==> config.mk <==
export PLATFORM = sky130hd
export DESIGN_NAME = ebc_phase_seq
export DESIGN_NICKNAME = d
export VERILOG_FILES = /design/src/design/ebc_phase_pkg.sv /design/src/design/ebc_phase_seq.sv
export SDC_FILE = /design/constraint.sdc
export NUM_CORES = 1
export LEC_CHECK = 0
export ABC_AREA = 1
export BUFFER_PORTS_ARGS = -buffer_cell sky130_fd_sc_hd__buf_2
export CAP_MARGIN = 20
export CORE_AREA = 2 2 102 104
export CTS_BUF_LIST = sky130_fd_sc_hd__clkbuf_4 sky130_fd_sc_hd__clkbuf_8 sky130_fd_sc_hd__clkbuf_16
export DETAILED_ROUTE_END_ITERATION = 10
export DIE_AREA = 0 0 104 106
export PLACE_DENSITY = 0.78
export SKIP_LAST_GASP = 1
export SLEW_MARGIN = 25
export SYNTH_ARGS = -nofsm -noshare
export SYNTH_HDL_FRONTEND = slang
export SYNTH_SLANG_ARGS = --single-unit
==> constraint.sdc <==
create_clock -name CLK_I -period 5.9 [get_ports CLK_I]
set_input_delay 0.59 -clock CLK_I [delete_from_list [all_inputs] [get_ports CLK_I]]
set_output_delay 0.59 -clock CLK_I [all_outputs]
set_load 0.02 [all_outputs]
==> src/design/ebc_phase_pkg.sv <==
// constants for the external bus cycle phase sequencer
package ebc_phase_pkg;
  // wishbone register byte offsets
  localparam logic [7:0] ADDR_TIMING0  = 8'h00;
  localparam logic [7:0] ADDR_TIMING1  = 8'h04;
  localparam logic [7:0] ADDR_TIMING2  = 8'h08;
  localparam logic [7:0] ADDR_TIMING3  = 8'h0C;
  localparam logic [7:0] ADDR_STATUS   = 8'h10;
  // chip_select_timing_config field positions
  localparam int AB_POS = 0;   // 1 bit: address setup base 1 or 2
  localparam int EXT_POS = 1;  // 2 bits: window change extension 0..3
  localparam int CMD_POS = 3;  // 2 bits: command delay 0..3
  localparam int DS_POS = 5;   // 1 bit: data setup / tristate 0..1
  localparam int ACC_POS = 6;  // 5 bits: access length minus one
  localparam int HOLD_POS = 11; // 2 bits: hold 0..3
  localparam int CFG_W = 13;
  localparam logic [CFG_W-1:0] CFG_RESET = 13'h0000;
  localparam int NUM_CS = 4;
  localparam int CS_W = 2;
  typedef enum logic [2:0] {
    PH_IDLE  = 3'b000,
    PH_SETUP = 3'b001,
    PH_CMD   = 3'b010,
    PH_DATA  = 3'b011,
    PH_ACC   = 3'b100,
    PH_HOLD  = 3'b101
  } phase_e;
endpackage

==> src/design/ebc_phase_seq.sv <==
// external bus cycle phase sequencer with wishbone timing registers
//
// The placing of the registers and the Wishbone interface to the registers are this design's own decisions.
`timescale 1ns/1ps
module ebc_phase_seq
  import ebc_phase_pkg::*;
(
  // clock and reset
  input  wire logic            CLK_I,
  input  wire logic            RST_N_I,
  // wishbone slave
  input  wire logic            CYC_I,
  input  wire logic            STB_I,
  input  wire logic            WE_I,
  input  wire logic [7:0]      ADR_I,
  input  wire logic [3:0]      SEL_I,
  input  wire logic [31:0]     DAT_I,
  output logic      [31:0]     DAT_O,
  output logic                 ACK_O,
  // bus cycle request
  input  wire logic            REQ_I,
  input  wire logic [CS_W-1:0] CS_SEL_I,
  input  wire logic            WINDOW_CHANGE_I,
  // phase outputs
  output logic                 BUSY_O,
  output logic                 DONE_O,
  output logic [2:0]           PHASE_O,
  output logic                 ADDR_SETUP_O,
  output logic                 CMD_DELAY_O,
  output logic                 DATA_SETUP_O,
  output logic                 ACCESS_O,
  output logic                 HOLD_O
);

  logic [CFG_W-1:0] cfg [NUM_CS];
  logic [CFG_W-1:0] next_cfg [NUM_CS];
  logic [CFG_W-1:0] act_cfg;
  logic [CFG_W-1:0] next_act_cfg;
  logic             busy;
  logic             next_busy;
  logic [4:0]       strobe;
  logic [4:0]       next_strobe;
  phase_e           phase;
  phase_e           next_phase;
  logic [4:0]       cnt;
  logic [4:0]       next_cnt;
  logic             done;
  logic             next_done;
  logic             ack;
  logic             next_ack;
  logic [31:0]      rdat;
  logic [31:0]      next_rdat;

  // address setup base, one or two clocks
  function automatic logic [2:0] setup_base(input logic [CFG_W-1:0] c);
    setup_base = {2'b00, c[AB_POS]} + 3'd1;
  endfunction

  // extra setup clocks spent only when the address window changes
  function automatic logic [1:0] window_ext(input logic [CFG_W-1:0] c);
    window_ext = c[EXT_POS +: 2];
  endfunction

  // command delay in clocks
  function automatic logic [5:0] cmd_len(input logic [CFG_W-1:0] c);
    cmd_len = {4'd0, c[CMD_POS +: 2]};
  endfunction

  // write data setup or tristate turnaround in clocks
  function automatic logic [5:0] data_len(input logic [CFG_W-1:0] c);
    data_len = {5'd0, c[DS_POS]};
  endfunction

  // access in clocks; the field holds length minus one so 32 fits in five bits
  function automatic logic [5:0] access_len(input logic [CFG_W-1:0] c);
    access_len = {1'b0, c[ACC_POS +: 5]} + 6'd1;
  endfunction

  // address and write data hold in clocks
  function automatic logic [5:0] hold_len(input logic [CFG_W-1:0] c);
    hold_len = {4'd0, c[HOLD_POS +: 2]};
  endfunction

  // total setup clocks, five at most
  function automatic logic [4:0] setup_len(input logic [CFG_W-1:0] c, input logic ext);
    logic [2:0] n;
    n = setup_base(c);
    if (ext) begin
      n = n + {1'b0, window_ext(c)};
    end
    setup_len = {2'b00, n};
  endfunction

  // length of a phase in clocks, zero means skip
  function automatic logic [5:0] phase_len(input phase_e p, input logic [CFG_W-1:0] c);
    phase_len = 6'd0;
    unique case (p)
      PH_CMD:  phase_len = cmd_len(c);
      PH_DATA: phase_len = data_len(c);
      PH_ACC:  phase_len = access_len(c);
      PH_HOLD: phase_len = hold_len(c);
      default: phase_len = 6'd0;
    endcase
  endfunction

  // next phase after p that has nonzero length, or idle
  function automatic phase_e after(input phase_e p, input logic [CFG_W-1:0] c);
    after = PH_IDLE;
    unique case (p)
      PH_SETUP: after = (phase_len(PH_CMD, c) != 6'd0) ? PH_CMD :
                        (phase_len(PH_DATA, c) != 6'd0) ? PH_DATA : PH_ACC;
      PH_CMD:   after = (phase_len(PH_DATA, c) != 6'd0) ? PH_DATA : PH_ACC;
      PH_DATA:  after = PH_ACC;
      PH_ACC:   after = (phase_len(PH_HOLD, c) != 6'd0) ? PH_HOLD : PH_IDLE;
      default:  after = PH_IDLE;
    endcase
  endfunction

  // count to load on entering phase p: its length minus one, or 0 for idle
  function automatic logic [4:0] first_cnt(input phase_e p, input logic [CFG_W-1:0] c);
    if (p == PH_IDLE) begin
      first_cnt = 5'd0;
    end else begin
      first_cnt = 5'(phase_len(p, c) - 6'd1);
    end
  endfunction

  // merges a write into a config word lane by lane; lanes above bit 12 do not exist
  function automatic logic [CFG_W-1:0] lane_merge(input logic [CFG_W-1:0] old,
                                                  input logic [31:0]      d,
                                                  input logic [3:0]       sel);
    lane_merge = old;
    if (sel[0]) begin
      lane_merge[7:0] = d[7:0];
    end
    if (sel[1]) begin
      lane_merge[CFG_W-1:8] = d[CFG_W-1:8];
    end
  endfunction

  // register file, writes honour byte lanes
  always_comb begin
    for (int i = 0; i < NUM_CS; i++) begin
      next_cfg[i] = cfg[i];
    end
    next_ack = CYC_I && STB_I && !ack;
    next_rdat = rdat;
    if (CYC_I && STB_I && !ack) begin
      next_rdat = 32'h0000_0000;
      unique case (ADR_I)
        ADDR_TIMING0, ADDR_TIMING1, ADDR_TIMING2, ADDR_TIMING3: begin
          next_rdat = {19'h0, cfg[ADR_I[3:2]]};
          if (WE_I) begin
            next_cfg[ADR_I[3:2]] = lane_merge(cfg[ADR_I[3:2]], DAT_I, SEL_I);
          end
        end
        ADDR_STATUS: begin
          next_rdat = {24'h0, cnt, phase};
        end
        // unmapped: reads give zero, writes are dropped, the access is still acked
        default: begin
          next_rdat = 32'h0000_0000;
        end
      endcase
    end
  end

  always_ff @(posedge CLK_I or negedge RST_N_I) begin
    if (!RST_N_I) begin
      for (int i = 0; i < NUM_CS; i++) begin
        cfg[i] <= CFG_RESET;
      end
      ack  <= 1'b0;
      rdat <= 32'h0000_0000;
    end else begin
      cfg  <= next_cfg;
      ack  <= next_ack;
      rdat <= next_rdat;
    end
  end

  // phase sequencer; cnt holds clocks left in the current phase after this one
  // a request while busy is simply not looked at
  always_comb begin
    next_phase   = phase;
    next_cnt     = cnt;
    next_act_cfg = act_cfg;
    unique case (phase)
      PH_IDLE: begin
        if (REQ_I) begin
          // config is latched so a rewrite mid cycle cannot bend it
          next_act_cfg = cfg[CS_SEL_I];
          next_phase   = PH_SETUP;
          next_cnt     = setup_len(cfg[CS_SEL_I], WINDOW_CHANGE_I) - 5'd1;
        end
      end
      PH_SETUP: begin
        if (cnt != 5'd0) begin
          next_cnt = cnt - 5'd1;
        end else begin
          next_phase = after(PH_SETUP, act_cfg);
          next_cnt   = first_cnt(next_phase, act_cfg);
        end
      end
      PH_CMD: begin
        if (cnt != 5'd0) begin
          next_cnt = cnt - 5'd1;
        end else begin
          next_phase = after(PH_CMD, act_cfg);
          next_cnt   = first_cnt(next_phase, act_cfg);
        end
      end
      PH_DATA: begin
        if (cnt != 5'd0) begin
          next_cnt = cnt - 5'd1;
        end else begin
          next_phase = after(PH_DATA, act_cfg);
          next_cnt   = first_cnt(next_phase, act_cfg);
        end
      end
      PH_ACC: begin
        if (cnt != 5'd0) begin
          next_cnt = cnt - 5'd1;
        end else begin
          next_phase = after(PH_ACC, act_cfg);
          next_cnt   = first_cnt(next_phase, act_cfg);
        end
      end
      PH_HOLD: begin
        if (cnt != 5'd0) begin
          next_cnt = cnt - 5'd1;
        end else begin
          next_phase = after(PH_HOLD, act_cfg);
          next_cnt   = first_cnt(next_phase, act_cfg);
        end
      end
      default: begin
        // codes 6 and 7 are never entered; recover to idle
        next_phase = PH_IDLE;
        next_cnt   = 5'd0;
      end
    endcase
    // done pulses in the first idle clock after a cycle ends
    next_done = (phase != PH_IDLE) && (next_phase == PH_IDLE);
  end

  always_ff @(posedge CLK_I or negedge RST_N_I) begin
    if (!RST_N_I) begin
      phase    <= PH_IDLE;
      cnt      <= 5'd0;
      act_cfg  <= CFG_RESET;
      done     <= 1'b0;
    end else begin
      phase    <= next_phase;
      cnt      <= next_cnt;
      act_cfg  <= next_act_cfg;
      done     <= next_done;
    end
  end

  // phase strobes are registered from the next phase, so they line up with
  // PHASE_O and never glitch while the phase code changes
  always_comb begin
    next_busy   = (next_phase != PH_IDLE);
    next_strobe = 5'h00;
    unique case (next_phase)
      PH_IDLE:  next_strobe = 5'h00;
      PH_SETUP: next_strobe = 5'h01;
      PH_CMD:   next_strobe = 5'h02;
      PH_DATA:  next_strobe = 5'h04;
      PH_ACC:   next_strobe = 5'h08;
      PH_HOLD:  next_strobe = 5'h10;
      default:  next_strobe = 5'h00;
    endcase
  end

  always_ff @(posedge CLK_I or negedge RST_N_I) begin
    if (!RST_N_I) begin
      busy   <= 1'b0;
      strobe <= 5'h00;
    end else begin
      busy   <= next_busy;
      strobe <= next_strobe;
    end
  end

  // no ready from the far side: access ends on the count alone
  assign ACK_O        = ack;
  assign DAT_O        = rdat;
  assign BUSY_O       = busy;
  assign DONE_O       = done;
  assign PHASE_O      = phase;
  assign ADDR_SETUP_O = strobe[0];
  assign CMD_DELAY_O  = strobe[1];
  assign DATA_SETUP_O = strobe[2];
  assign ACCESS_O     = strobe[3];
  assign HOLD_O       = strobe[4];

endmodule

## Yosys cells after proc, flatten, opt, wreduce, memory -nomap -nowiden

Cells that the tools add are included.

- Output and inout port bits: 43
- Input port bits: 53
- Bits in registers: 113

- Mux-type cells: 82
- Reduce and logical (&&, ||, !) cells: 23
- $add $sub $neg: 10
- Bitwise operators: 2
- Magnitude comparators: 3
- Equality and inequality tests: 35

Operators by type and width:

| operator | number |
|---|---|
| 2-to-1 mux 5 bit | 30 |
| one-hot mux 5 bit (4 select lines) | 5 |
| 2-to-1 mux 3 bit | 23 |
| 2-to-1 mux 13 bit | 5 |
| binary-select mux 13 bit (select 2 bit) | 2 |
| bitwise mux 52 bit | 1 |
| == test 3 x 2 -> 1 bit, second input constant | 14 |
| == test 3 bit, second input constant | 14 |
| 2-to-1 mux 6 bit | 7 |
| 2-to-1 mux 8 bit | 4 |
| one-hot mux 5 bit (6 select lines) | 1 |
| subtractor 5 x 1 -> 5 bit, second input constant | 6 |
| demux 13 bit (select 2 bit) | 1 |
| one-hot mux 13 bit (2 select lines) | 1 |
| one-hot mux 5 bit (5 select lines) | 1 |
| nonzero test 6 bit | 4 |
| zero test 3 bit | 7 |
| one-hot mux 3 bit (6 select lines) | 1 |
| == test 8 x 4 -> 1 bit, second input constant | 2 |
| == test 8 x 3 -> 1 bit, second input constant | 1 |
| == test 8 x 5 -> 1 bit, second input constant | 1 |
| zero test 8 bit | 1 |
| == test 3 x 1 -> 1 bit, second input constant | 2 |
| >= comparator 3 bit, second input constant | 2 |
| 14 further kinds | 19 |

## Logic depth before layout (Yosys ltp)

- Word-level depth: 17
- Mapped depth: 15
- Gate-level depth less buffers: 15

## Worst setup path before layout

No wires, ideal clock.

- Kind: input port to flip-flop
- Start point: in CS_SEL_I[0]
- End point: reg cnt[1]
- Setup time: 0.065 ns
- Setup slack: 3.094 ns
- Arrival time: 2.741 ns
- Stages on the path: 14
- Cell sequence: inv_1 -> clkbuf_1 -> buf_2 -> o21ai_0 -> o22ai_1 -> ha_1 -> fa_1 -> inv_1 -> o21a_1 -> ha_1 -> or2_2 -> nand3_1 -> nand2_1 -> nand2_1

- Cells in the longest elaborated chain, start to end: 12

RTL lines:

| item | line | RTL |
|---|---|---|
| start: declaration | ebc_phase_seq.sv:22 | `input wire logic [CS_W-1:0] CS_SEL_I,` |
| inverter 2 -> 3 bit (not written as such) * | ebc_phase_seq.sv:194 | `next_cnt = setup_len(cfg[CS_SEL_I], WINDOW_CHANGE_I) - 5'd1;` |
| binary-select mux 13 bit (select 2 bit) * | ebc_phase_seq.sv:194 |  |
| 2-to-1 mux 13 bit (not written as such) * (2 in series) | ebc_phase_seq.sv:194 |  |
| adder 1 x 1 -> 2 bit | ebc_phase_seq.sv:56 | `setup_base = {2'b00, c[AB_POS]} + 3'd1;` |
| adder 2 x 2 -> 3 bit | ebc_phase_seq.sv:89 | `n = n + {1'b0, window_ext(c)};` |
| 2-to-1 mux 3 bit * | ebc_phase_seq.sv:88 | `if (ext) begin` |
| 2-to-1 mux 3 bit * | ebc_phase_seq.sv:190 | `if (REQ_I) begin` |
| 2-to-1 mux 3 bit * | ebc_phase_seq.sv:188 | `unique case (phase)` |
| subtractor 3 x 1 -> 4 bit * | ebc_phase_seq.sv:194 |  |
| 2-to-1 mux 5 bit * | ebc_phase_seq.sv:190 |  |
| one-hot mux 5 bit (6 select lines) * | ebc_phase_seq.sv:188 |  |
| end signal: assignment | ebc_phase_seq.sv:255 | `cnt <= next_cnt;` |
| end: declaration | ebc_phase_seq.sv:45 | `logic [4:0] cnt;` |

Every way passes the cells marked *; elsewhere a longest branch is shown, timed or not. The select of a mux whose other input is x is not followed.
A chain may end at the register's enable or synchronous reset.

## Worst setup path in the final report

Ends and elaborated chain as after synthesis.

==> out/qor.txt <==
CP Class -> in -> reg
first-pass GRT wire length -> 21.6 mm
leak pwr -> 2.79 nW
register area share after synthesis -> 42.9%
vias in the first global route -> 4451
maximum VDD drop -> 0.000168 V
Die W -> 104 um
Syn Inst Count -> 696
Post-synth EDFFs -> 0
DRT antenna net count -> 0
clock sinks -> 91
Max-cap violations -> 0
Tcrit/Tclk final -> 55.1%
share of cells above drive strength 1 -> 16.1%
syn avg cell area -> 7.63 um2
routed len/inst -> 15.1 um
Ys Warns -> 0
GRT Overall Usage -> 24.6%
Final #Nets -> 797
antenna cells -> 0
Hold Vio Cnt, Final -> 0
crit path DAT -> 3560 ps
RSZ-0062 raised after global routing -> no
CP Max Fanout -> 33
power per cell area -> 336 mW/mm2
post-synth top area share -> 42.9%
final WL -> 13.2 mm
largest net degree at the start of global routing -> 92
Reg2Reg Launch Point -> cfg[0]
area grow syn2layout -> 7.89%
DIE AREA -> 0.0110 mm2
deepest clock path buffer count -> 2
I/O pin count -> 96
Clock Skews -> 8.88 ps
Crit path required time -> 6210 ps
Setup Fix Bufs, Post-CTS -> 0
FP Rows -> 37
ranking of synthesized cells by area -> dfrtp_1 43%, nand2_1 13%, o21ai_0 5.5%
Worst Reg-to-Reg Cells -> 13
core area -> 0.0100 mm2
drc violations -> 0
Resized cells post-CTS -> 0
Seq cells post-synth -> 91
Max Slew Vio Count -> 0
hpwl dp -> 9.39 mm
status -> complete, no violations
sum of negative setup slack -> 0 ps
total number of vias -> 4793
f_max -> 308 MHz
most common cell after layout, fill and taps aside -> nand2_1
dominant synthesized flop cell -> dfrtp_1
CTS Root Cell -> clkbuf_8
clk_lat worst skew -> 370 ps
most frequent cells in the layout -> 184 x nand2_1, 91 x dfrtp_1, 58 x o21ai_0
crit end category -> flip-flop
CP Launch Type -> input pin
DRT Pass-1 Iters -> 5
final core occ -> 57.3%
R2R Path End -> cnt[1]
Async SR Flop Fraction -> 100%
hold slack -> 284 ps
synthesized area -> 0.00531 mm2
synth unique cells -> 46
clock-pin slew on the worst setup and hold paths -> 80 ps
Final GP Congestion -> 0.865
global route total overflow -> 0
Hold Path Class -> in -> async
Yosys top cell by area -> dfrtp_1
Worst-Margin Slew -> 850 ps
height of the chip -> 106 um
relative slew slack -> 43.4%
Tot Pwr -> 0.00193 W
initial antenna violation count -> 0
IO Port Bufs -> 55
Final setup viols -> 0
CTS hold repair buffers -> 0
initial DRC count -> 329
htree depth -> 3
TritonCTS clock tree -> done
Tmin final -> 3250 ps
Via density -> 5.47
CTS Buf Count -> 9
Initial Util -> 53.1%
reg-to-reg slack, setup -> 3360 ps
==> final cells by class <==
type	instances	area [um2]
Fill cell	939	4270
Multi-Input combinational cell	508	2560
Sequential cell	91	2280
Timing Repair Buffer	55	282
Inverter	72	270
Tap cell	136	170
Clock buffer	12	153
Clock inverter	3	15.0
==> worst max path at each step <==
stage	start	endpoint	slack, ps	depth (start not counted)
2_1_floorplan	CS_SEL_I[0]	cnt[1]	3090	14
3_3_place_gp	CS_SEL_I[0]	cnt[1]	2360	15
3_5_place_dp	CS_SEL_I[0]	cnt[1]	2310	15
4_1_cts	CS_SEL_I[0]	cnt[1]	2690	15
5_1_grt	CS_SEL_I[0]	cnt[1]	2460	15
6_report	CS_SEL_I[0]	cnt[1]	2650	15
==> synthesized netlist by cell type (10+ instances only) <==
master and instances:
nand3_1 37, buf_4 23, o21ai_0 58, o211ai_1 10, a22oi_1 11, inv_1 57, dfrtp_1 91, buf_2 12
inv_2 14, nand2_1 184, a21oi_1 15, o21ai_1 56, nor2_1 45
==> layer usage <==
layer,vias to the layer above,part of all wire (%),GRT usage [%]
met1,2264,44,32.9
li1,2342,-,-
met5,-,0,0
met2,168,49,40.8
met3,19,5.6,3.43
met4,0,1.9,9.85
==> power by group <==
group	leakage (nW)	switching [W]	internal, W	total, W
clock	0.0928	0.000219	0.000170	0.000390
sequential	1.23	0.0000669	0.000698	0.000764
combinational	1.47	0.000530	0.000243	0.000773
total	2.79	0.000816	0.00111	0.00193
==> per-stage QoR <==
step	instances	instance area [um2]	setup slack, ps
4_1_cts	877	5730	2690
6_report	877	5730	2650
3_5_place_dp	862	5560	2310
2_1_floorplan	714	5380	3090
5_1_grt	877	5730	2460
3_3_place_gp	862	5560	2360
==> registers in the layout (all words and copies together), names as in the netlist <==
name	cells
cfg	52
DAT_O	13
act_cfg	10
cnt	5
strobe	5
PHASE_O	3
ACK_O	1
BUSY_O	1
DONE_O	1
==> critical path, cell delays in order <==
cell and delay [ps]:
buf_2 270, inv_1 560, nand2_1 100, nand3_1 80, and2_1 220, inv_1 60, ha_1 200, fa_1 470
inv_1 50, o21a_1 170, ha_1 280, or2_2 290, nand3_1 90, nand2_1 50, nand2_1 50
==> kinds of logic (layout without fill, tap and decap cells) <==
logic type / after synthesis / in the layout / share of synthesized area, %
xor gates and xnor gates: 4 / 4 / 0.660
DFF: 91 / 91 / 42.9
adders and majority gates: 7 / 7 / 1.79
muxes: 2 / 2 / 0.377
AOI/OAI and AO/OA: 181 / 181 / 20.3
other: 1 / 19 / 0.0706
buffers and inverters: 115 / 142 / 10.2
and+or+nand+nor: 295 / 295 / 23.7
No activity file was read; power rests on OpenSTA's default activity.
